## src/verilog/sub_defines.svh

```systemverilog
// Notes on behaviour
// - Literal subtract stores immediate minus working register there.
// - File subtract computes file operand minus working register.
// - Destination bit zero sends the difference to working register.
// - Destination bit one writes the difference back to the file.
// - Carry clears when the minuend is smaller than working register.
// - Carry sets when the difference is positive.
// - Carry sets when the difference is exactly zero.
`ifndef SUB_DEFINES_SVH
`define SUB_DEFINES_SVH
`define SUB_OPCODE_MSB 13
`define SUB_OP_LIT_HI 5
`define SUB_OP_LIT_VAL 5'h1E
`define SUB_OP_FILE_HI 6
`define SUB_OP_FILE_VAL 6'h02
`define SUB_DEST_BIT 7
`define SUB_LIT_MSB 7
`define SUB_FILE_ADDR_MSB 6
`define SUB_W_RESET 8'h00
`define SUB_FILE_RESET 8'h00
`define SUB_WB_ADDR_INSN 4'h0
`define SUB_WB_ADDR_WREG 4'h4
`define SUB_WB_ADDR_STATUS 4'h8
`define SUB_WB_ADDR_FILE 4'hC
`define SUB_STAT_C 0
`define SUB_STAT_DC 1
`define SUB_STAT_Z 2
`endif

```

## src/verilog/sub_pkg.sv

```systemverilog
`default_nettype none
package sub_pkg;
    typedef struct packed {
        logic zero;
        logic digit_carry_flag;
        logic carry;
    } sub_flags_type;
    typedef struct packed {
        logic [7:0] value;
        logic write_file;
        logic [6:0] addr;
    } sub_file_wr_type;
endpackage
`default_nettype wire

```

## src/verilog/sub_datapath.sv

```systemverilog
// The Wishbone interface to the registers and the placing of the registers were decided locally.
`include "sub_defines.svh"
`default_nettype none
module sub_datapath
    import sub_pkg::*;
#(
    parameter int DATA_WIDTH = 8,
    parameter int INSN_WIDTH = 14
)
(
    input wire logic clk_i,
    input wire logic rst_i,
    input wire logic wb_cyc_i,
    input wire logic wb_stb_i,
    input wire logic wb_we_i,
    input wire logic [3:0] wb_adr_i,
    input wire logic [3:0] wb_sel_i,
    input wire logic [31:0] wb_dat_i,
    output logic [31:0] wb_dat_o,
    output logic wb_ack_o,
    output logic wb_err_o,
    output logic [7:0] w_o,
    output sub_flags_type flags_o,
    output sub_file_wr_type file_wr_o
);
    generate
        if (DATA_WIDTH != 8 || INSN_WIDTH != 14) begin : g_bad_width
            $error("Only 8-bit data and 14-bit instructions are served.");
        end
    endgenerate

    logic [13:0] insn;
    logic [7:0] minuend;
    logic [8:0] diff9;
    logic [4:0] low5;
    wire logic [7:0] chain_diff;
    wire logic [8:0] borrow;
    logic is_lit;
    logic is_file;
    logic to_file;
    logic exec;
    logic req;
    logic wr_req;
    logic ack_reg;
    logic ack_next;
    logic [7:0] w_reg;
    logic [7:0] w_next;
    logic [7:0] file_val_reg;
    logic [7:0] file_val_next;
    sub_flags_type flags_reg;
    sub_flags_type flags_next;
    sub_file_wr_type wr_reg;
    sub_file_wr_type wr_next;
    logic [31:0] rd_data;
    logic [31:0] dat_reg;
    logic [31:0] dat_next;

    assign req = wb_cyc_i && wb_stb_i && !ack_reg;
    assign wr_req = req && wb_we_i && wb_sel_i[0];
    assign insn = wb_dat_i[13:0];
    assign is_lit = insn[`SUB_OPCODE_MSB -: `SUB_OP_LIT_HI]
        == `SUB_OP_LIT_VAL;
    assign is_file = insn[`SUB_OPCODE_MSB -: `SUB_OP_FILE_HI]
        == `SUB_OP_FILE_VAL;
    assign exec = wr_req && wb_sel_i[1]
        && wb_adr_i == `SUB_WB_ADDR_INSN && (is_lit || is_file);
    assign to_file = is_file && insn[`SUB_DEST_BIT];
    assign minuend = is_lit ? insn[`SUB_LIT_MSB:0]
        : file_val_reg;
    assign diff9 = {1'b0, minuend} - {1'b0, w_reg};
    assign low5 = {1'b0, minuend[3:0]} - {1'b0, w_reg[3:0]};

    // Ripple borrow chain; the nibble borrow feeds digit carry.
    assign borrow[0] = 1'b0;
    for (genvar i = 0; i < DATA_WIDTH; i++) begin : g_bit
        assign chain_diff[i] = minuend[i] ^ w_reg[i] ^ borrow[i];
        assign borrow[i + 1] = (!minuend[i] && w_reg[i])
            || (!(minuend[i] ^ w_reg[i]) && borrow[i]);
        AST_BIT_SUM: assert property (
            @(posedge clk_i) disable iff (rst_i)
            chain_diff[i] == diff9[i])
            else $error("Borrow chain bit disagrees with the difference.");
    end

    always_comb begin
        ack_next = req;
    end
    always_ff @(posedge clk_i) begin
        if (rst_i) begin
            ack_reg <= 1'b0;
        end else begin
            ack_reg <= ack_next;
        end
    end

    always_comb begin
        w_next = w_reg;
        if (wr_req && wb_adr_i == `SUB_WB_ADDR_WREG) begin
            w_next = wb_dat_i[7:0];
        end
        if (exec && !to_file) begin
            w_next = chain_diff;
        end
    end
    always_ff @(posedge clk_i) begin
        if (rst_i) begin
            w_reg <= `SUB_W_RESET;
        end else begin
            w_reg <= w_next;
        end
    end

    always_comb begin
        file_val_next = file_val_reg;
        if (wr_req && wb_adr_i == `SUB_WB_ADDR_FILE) begin
            file_val_next = wb_dat_i[7:0];
        end
        if (exec && to_file) begin
            file_val_next = chain_diff;
        end
    end
    always_ff @(posedge clk_i) begin
        if (rst_i) begin
            file_val_reg <= `SUB_FILE_RESET;
        end else begin
            file_val_reg <= file_val_next;
        end
    end

    always_comb begin
        flags_next = flags_reg;
        if (wr_req && wb_adr_i == `SUB_WB_ADDR_STATUS) begin
            flags_next.carry = wb_dat_i[`SUB_STAT_C];
            flags_next.digit_carry_flag = wb_dat_i[`SUB_STAT_DC];
            flags_next.zero = wb_dat_i[`SUB_STAT_Z];
        end
        if (exec) begin
            flags_next.carry = !borrow[DATA_WIDTH];
            flags_next.digit_carry_flag = !borrow[DATA_WIDTH / 2];
            flags_next.zero = chain_diff == 8'h00;
        end
    end
    always_ff @(posedge clk_i) begin
        if (rst_i) begin
            flags_reg <= '0;
        end else begin
            flags_reg <= flags_next;
        end
    end

    always_comb begin
        wr_next = wr_reg;
        wr_next.write_file = 1'b0;
        if (exec && to_file) begin
            wr_next.write_file = 1'b1;
            wr_next.value = chain_diff;
            wr_next.addr = insn[`SUB_FILE_ADDR_MSB:0];
        end
    end
    always_ff @(posedge clk_i) begin
        if (rst_i) begin
            wr_reg <= '0;
        end else begin
            wr_reg <= wr_next;
        end
    end

    always_comb begin
        rd_data = 32'h0000_0000;
        case (wb_adr_i)
            `SUB_WB_ADDR_WREG: rd_data = {24'h00_0000, w_reg};
            `SUB_WB_ADDR_FILE: rd_data = {24'h00_0000, file_val_reg};
            `SUB_WB_ADDR_STATUS: rd_data = {29'h0000_0000, flags_reg.zero,
                flags_reg.digit_carry_flag, flags_reg.carry};
            default: rd_data = 32'h0000_0000;
        endcase
    end

    always_comb begin
        dat_next = rd_data;
    end
    always_ff @(posedge clk_i) begin
        if (rst_i) begin
            dat_reg <= 32'h0000_0000;
        end else begin
            dat_reg <= dat_next;
        end
    end

    assign wb_ack_o = ack_reg;
    assign wb_err_o = 1'b0;
    assign wb_dat_o = dat_reg;
    assign w_o = w_reg;
    assign flags_o = flags_reg;
    assign file_wr_o = wr_reg;

    AST_BORROW_CLEARS: assert property (
        @(posedge clk_i) disable iff (rst_i)
        exec && minuend < w_reg |=> !flags_reg.carry)
        else $error("Carry not cleared on borrow.");
    AST_POS_SETS: assert property (
        @(posedge clk_i) disable iff (rst_i)
        exec && minuend > w_reg |=> flags_reg.carry)
        else $error("Carry not set on positive difference.");
    AST_ZERO_SETS: assert property (
        @(posedge clk_i) disable iff (rst_i)
        exec && minuend == w_reg |=> flags_reg.carry && flags_reg.zero)
        else $error("Carry or zero wrong on equal operands.");
    AST_LIT_W: assert property (
        @(posedge clk_i) disable iff (rst_i)
        exec && is_lit |=> w_reg == $past(insn[7:0]) - $past(w_reg))
        else $error("Literal subtract result wrong.");
    AST_FILE_TO_W: assert property (
        @(posedge clk_i) disable iff (rst_i)
        exec && is_file && !insn[7] |=> !file_wr_o.write_file
        && w_reg == $past(file_val_reg) - $past(w_reg))
        else $error("File subtract to working register wrong.");
    AST_FILE_TO_F: assert property (
        @(posedge clk_i) disable iff (rst_i)
        exec && is_file && insn[7] |=> file_wr_o.write_file
        && $stable(w_reg) && file_wr_o.addr == $past(insn[6:0]))
        else $error("File subtract write-back wrong.");
    AST_FILE_VAL: assert property (
        @(posedge clk_i) disable iff (rst_i)
        exec && is_file |=> flags_reg.zero == ($past(file_val_reg)
        == $past(w_reg)))
        else $error("File subtract zero flag wrong.");
    AST_DC: assert property (
        @(posedge clk_i) disable iff (rst_i)
        exec |=> flags_reg.digit_carry_flag
        == ($past(minuend[3:0]) >= $past(w_reg[3:0])))
        else $error("Digit carry wrong.");
    AST_ACK_ONE: assert property (
        @(posedge clk_i) disable iff (rst_i)
        req |=> wb_ack_o)
        else $error("Acknowledge missing after a request.");
    AST_ACK_PULSE: assert property (
        @(posedge clk_i) disable iff (rst_i)
        wb_ack_o |=> !wb_ack_o)
        else $error("Acknowledge held longer than one cycle.");
    AST_LIT_NO_WB: assert property (
        @(posedge clk_i) disable iff (rst_i)
        exec && is_lit |=> !file_wr_o.write_file
        && $stable(file_val_reg))
        else $error("Literal subtract touched the file operand.");
    AST_FILE_W_KEEP: assert property (
        @(posedge clk_i) disable iff (rst_i)
        exec && is_file && !insn[`SUB_DEST_BIT]
        |=> $stable(file_val_reg))
        else $error("File operand changed with destination zero.");
    AST_FILE_WB_VAL: assert property (
        @(posedge clk_i) disable iff (rst_i)
        exec && to_file |=> file_wr_o.value == $past(minuend) - $past(w_reg)
        && file_val_reg == file_wr_o.value)
        else $error("Write-back value wrong.");
    AST_WB_PULSE: assert property (
        @(posedge clk_i) disable iff (rst_i)
        file_wr_o.write_file |=> !file_wr_o.write_file)
        else $error("Write-back strobe longer than one cycle.");
    AST_NOP_HOLD: assert property (
        @(posedge clk_i) disable iff (rst_i)
        wr_req && wb_sel_i[1] && wb_adr_i == `SUB_WB_ADDR_INSN && !is_lit
        && !is_file |=> $stable(w_reg) && $stable(flags_reg))
        else $error("Other opcode changed working register or flags.");
    AST_LIT_ZERO: assert property (
        @(posedge clk_i) disable iff (rst_i)
        exec && is_lit |=> flags_reg.zero
        == ($past(insn[7:0]) == $past(w_reg)))
        else $error("Literal subtract zero flag wrong.");
    AST_RESET_CLEAR: assert property (
        @(posedge clk_i)
        rst_i |=> w_reg == 8'h00 && flags_reg == 3'h0 && !wb_ack_o
        && !file_wr_o.write_file)
        else $error("State not cleared by reset.");
    AST_CARRY_BORROW: assert property (
        @(posedge clk_i) disable iff (rst_i)
        exec |=> flags_reg.carry == !$past(diff9[8]))
        else $error("Carry disagrees with the wide difference.");
    AST_LIT_CARRY: assert property (
        @(posedge clk_i) disable iff (rst_i)
        exec && is_lit |=> flags_reg.carry
        == ($past(insn[7:0]) >= $past(w_reg)))
        else $error("Literal subtract carry wrong.");
    AST_FILE_CARRY: assert property (
        @(posedge clk_i) disable iff (rst_i)
        exec && is_file |=> flags_reg.carry
        == ($past(file_val_reg) >= $past(w_reg)))
        else $error("File subtract carry wrong.");
    AST_IDLE_HOLD: assert property (
        @(posedge clk_i) disable iff (rst_i)
        !exec && !wr_req |=> $stable(w_reg) && $stable(flags_reg)
        && $stable(file_val_reg))
        else $error("State changed without a request.");
    AST_DC_LIT: assert property (
        @(posedge clk_i) disable iff (rst_i)
        exec && is_lit |=> flags_reg.digit_carry_flag
        == ($past(insn[3:0]) >= $past(w_reg[3:0])))
        else $error("Literal subtract digit carry wrong.");
    AST_ZERO_CLR: assert property (
        @(posedge clk_i) disable iff (rst_i)
        exec && minuend != w_reg |=> !flags_reg.zero)
        else $error("Zero flag set on a nonzero difference.");
    AST_EXEC_ACK: assert property (
        @(posedge clk_i) disable iff (rst_i)
        exec |=> wb_ack_o)
        else $error("Instruction write not acknowledged.");
endmodule
`default_nettype wire

```

## config.mk

```make
export PLATFORM = sky130hd
export DESIGN_NAME = sub_datapath
export DESIGN_NICKNAME = d
export VERILOG_FILES = /design/src/verilog/sub_pkg.sv /design/src/verilog/sub_datapath.sv
export VERILOG_INCLUDE_DIRS = /design/src /design/src/verilog
export SDC_FILE = /design/constraint.sdc
export NUM_CORES = 1
export LEC_CHECK = 0
export BUFFER_PORTS_ARGS = -buffer_cell sky130_fd_sc_hd__clkbuf_2
export CAP_MARGIN = 25
export CORE_MARGIN = 5
export CORE_UTILIZATION = 48
export CTS_CLUSTER_DIAMETER = 120
export DETAILED_ROUTE_END_ITERATION = 12
export HOLD_SLACK_MARGIN = 0.03
export PLACE_DENSITY = 0.8
export SYNTH_ARGS = -nofsm -noshare
export SYNTH_HDL_FRONTEND = slang
export SYNTH_SLANG_ARGS = --single-unit
```

## constraint.sdc

```tcl
create_clock -name clk_i -period 6.23 [get_ports clk_i]
set_clock_uncertainty 0.05 [all_clocks]
set_input_delay 0.9345 -clock clk_i [delete_from_list [all_inputs] [get_ports clk_i]]
set_output_delay 0.9345 -clock clk_i [all_outputs]
set_load 0.1 [all_outputs]
```

==> metrics.md <==
| Metric | Value |
|---|---|
| Run status | finished clean |
| H-tree level count | 2 |
| # rows | 26 |
| Number of antenna-violating nets in the routed design | 0 |
| Yosys warns | 0 |
| Highest clock rate | 0.203 GHz |
| Antenna violations before repair | 0 |
| Mean instance size in the synthesized netlist | 9.04 sq um |
| Crit Reg-Reg Startpoint | file_val_reg[0] |
| Maximum vdd ir drop | 0.104 mV |
| DPL Wire Length | 4.53 mm |
| Final estimated routing congestion in global placement | between 0.8 and 0.9 |
| Overall die height | 82.0 um |
| Fraction of post-synthesis cell area in the top cell type by area | between 30% and 40% |
| Final-report hold violation count | 0 |
| Post-Place Cell Area | around 0.0027 sq mm |
| Number of pins with negative max-slew slack in the final report | 0 |
| HP Class | reg2reg |
| Antenna Cells | 0 |
| Capturing element type of the critical path | flop |
| Initial DRT Pass Iterations | 4 |
| Count of cells along the worst hold path | 2 |
| Via density per instance | 5.42 |
| Iteration-0 DRC Markers | about 150 |
| Number of flip-flops and latches in the synthesized netlist | 44 |
| Top flip-flop cell by instance count after synthesis | sky130_fd_sc_hd__dfxtp_1 |
| Summed instance area of the synthesized netlist | between 0.002 and 0.0025 sq mm |
| Final routed DRC violation total | 0 |
| Starting density of the core | 49.0% |
| Area Growth Syn to Fin | 13.5% |
| Most common cell after layout, fill and taps aside | sky130_fd_sc_hd__clkbuf_2 |
| Final period demand of the worst path | 4.93 ns |
| Arrival time at the worst endpoint | 5.12 ns |
| Skew-Pair Late Insertion Delay | 0.29 ns |
| Die width | about 82 um |
| Number of post-CTS setup repair buffers | 0 |
| CTS buffer count | 5 |
| Part of the Yosys area used for sequential elements | between 30% and 40% |
| Multi-input combinational cell area | 0.00137 sq mm |
| Number of flops mapped to enable cells by yosys | 0 |
| Most frequent cells in the layout | sky130_fd_sc_hd__clkbuf_2, sky130_fd_sc_hd__dfxtp_1, sky130_fd_sc_hd__conb_1 |
| Boundary Pins | around 110 |
| Final-stage net count | roughly 380 |
| Max reg flops | 16 |
| Worst Tran Pin Value | approximately 0.89 ns |
| Wire length after detailed routing | about 6.1 mm |
| Switching Share | slightly below 30% |
| CP Data Required Time | ~6.4 ns |
| Clk buf depth | 2 |
| GRT overflow | 0 |
| Gate count after technology mapping | 275 |
| CTS clock-pin slew for the worst setup and hold paths | 0.08 ns |
| Detailed-route via count | around 2100 |
| Die Footprint | around 0.0067 sq mm |
| Fraction of layout cells with a size suffix above 1 | roughly 25% |
| Total area of sequential cells | ~880 sq um |
| Setup repair after global routing missed its margin | false |
| Headroom to the max-slew limit | 40.4% |
| Reg2reg path depth | 15 |
| Final setup viols | 0 |
| Post-CTS Hold Buffers | 0 |
| Netlist cell types | 44 |
| Period Utilization, post-route | 79.1% |
| Critical path peak fanout | 10 |
| Total global routing track utilization | between 10% and 20% |
| Post-cts sizing count | 0 |
| Portion of total power attributed to combinational logic | roughly 16% |
| Type of element launching the critical path | input port |
| Core box area | just over 0.005 sq mm |
| Hold_sp | file_wr_o[14] |
| Area of all placed cells without fillers | around 0.0028 sq mm |
| Most area-consuming cells after synthesis | sky130_fd_sc_hd__dfxtp_1, sky130_fd_sc_hd__buf_4, sky130_fd_sc_hd__mux2i_1 |
| Leakage power summed over all cells | between 1 and 1.5 nW |
| Number of clock sinks | 44 |
| Total power per unit cell area | roughly 230 mW/mm^2 |
| First-pass GRT wire length | slightly below 10 mm |
| Fillcell total | ~470 |
| Internal power summed over all cells | approximately 0.00045 W |
| Number of global-route vias before repair | around 1900 |
| Summed negative setup slack over all endpoints | 0 ns |
| RR Endpoint | flags_o[2] |
| Hold Path Sink | file_wr_o[14] |
| Clock root buffer master | sky130_fd_sc_hd__clkbuf_8 |
| Sequential group share of total power | between 40% and 50% |
| Number of max-cap violations | 0 |
| Routed wire length per instance | 15.5 um |
| Synth area leader | sky130_fd_sc_hd__dfxtp_1 |
| Maximum number of pins on one net before global-route repair | 40 |
| Count of port buffers added during placement | 60 |
| Share of synthesized flip-flops with an asynchronous set or reset | 0% |
| Switching power total | about 0.00018 W |
| Clock network fraction of design power | about two fifths |
| Crit Path Category | in2reg |
| Worst reg-to-reg setup slack | roughly 2.1 ns |
| CTS tree | done |
==> layer usage <==
metal	routed length, um	vias to the layer above	share of wire (%)	global-route usage, %
met4	54	0	0.89	3.99
met1	2670	994	44	24.9
met3	579	7	9.5	4.71
met5	0	-	0	0
met2	2800	99	46	30.5
li1	-	1036	-	-
==> per-stage QoR <==
stage	power, W	instances	setup WS (ns)	hold slack [ns]	util (%)
final	0.000637	394	1.30	0.432	55.6
after global routing	0.000654	394	1.11	0.451	55.6
after detailed placement	0.000390	387	1.02	0.420	53.1
after CTS	0.000639	394	1.33	0.433	55.6
after floorplan	0.000387	299	1.35	0.436	-
after global placement	0.000390	387	1.07	0.408	53.1
==> worst max-delay path, stage by stage <==
cell	delay, ns
sky130_fd_sc_hd__clkbuf_2	0.12
sky130_fd_sc_hd__nand2_2	0.08
sky130_fd_sc_hd__nor3_4	0.15
sky130_fd_sc_hd__buf_4	0.22
sky130_fd_sc_hd__mux2i_1	0.10
sky130_fd_sc_hd__ha_1	0.18
sky130_fd_sc_hd__inv_1	0.06
sky130_fd_sc_hd__fa_1	0.18
sky130_fd_sc_hd__fa_1	0.19
sky130_fd_sc_hd__fa_1	0.19
sky130_fd_sc_hd__inv_1	0.06
sky130_fd_sc_hd__fa_1	0.37
sky130_fd_sc_hd__fa_1	0.38
sky130_fd_sc_hd__fa_1	0.40
sky130_fd_sc_hd__fa_1	0.51
sky130_fd_sc_hd__nand4_1	0.09
sky130_fd_sc_hd__or3_1	0.33
sky130_fd_sc_hd__a2111oi_2	0.40
sky130_fd_sc_hd__a311o_1	0.17
==> Yosys cell counts (6+ instances only) <==
cell type / instances
sky130_fd_sc_hd__a211oi_1: 19
sky130_fd_sc_hd__a21oi_1: 15
sky130_fd_sc_hd__a31oi_1: 8
sky130_fd_sc_hd__buf_2: 6
sky130_fd_sc_hd__buf_4: 28
sky130_fd_sc_hd__clkbuf_1: 7
sky130_fd_sc_hd__dfxtp_1: 44
sky130_fd_sc_hd__fa_1: 7
sky130_fd_sc_hd__inv_1: 10
sky130_fd_sc_hd__mux2i_1: 20
sky130_fd_sc_hd__nand2_1: 20
sky130_fd_sc_hd__nand3_1: 15
sky130_fd_sc_hd__nor2_1: 10
sky130_fd_sc_hd__o211ai_1: 8
sky130_fd_sc_hd__o21ai_0: 16
==> kinds of logic (layout without fill, tap and decap cells) <==
kind of cell    count (synthesis)  count (layout)  share of synthesized area (%)
compound gates                 74              74                           19.5
fa+ha+maj                       8               8                           6.14
buf+inv                        54              79                           13.0
flops                          44              44                           35.4
mux                            23              23                           9.41
other cells                     1              25                          0.151
simple gates                   71              71                           16.3
==> power groups by stage <==
stage | clock (W) | combinational (W) | sequential, W
floorplan | 0 | 0.0000956 | 0.000292
global placement | 0 | 0.000101 | 0.000288
detailed placement | 0 | 0.000102 | 0.000288
CTS | 0.000255 | 0.000102 | 0.000282
global route | 0.000266 | 0.000107 | 0.000282
finish | 0.000252 | 0.000103 | 0.000282
==> layout make-up <==
type	instances	area share (%)
Sequential cell	44	31.2
Clock inverter	2	2.13
Clock buffer	5	2.44
Timing Repair Buffer	62	11.2
Multi-Input combinational cell	201	48.6
Inverter	10	1.33
Tap cell	70	3.10
==> how the worst max path moves through the flow <==
stage          slack (ns)         end          from  cells after the start
2_1_floorplan        1.35  flags_o[2]  wb_dat_i[13]                     17
3_3_place_gp         1.07  flags_o[2]  wb_dat_i[12]                     19
3_5_place_dp         1.02  flags_o[2]  wb_dat_i[12]                     19
4_1_cts              1.33  flags_o[2]  wb_dat_i[12]                     19
5_1_grt              1.11  flags_o[2]  wb_dat_i[12]                     19
6_report             1.30  flags_o[2]  wb_dat_i[12]                     19
(Power assumes the default switching activity.)
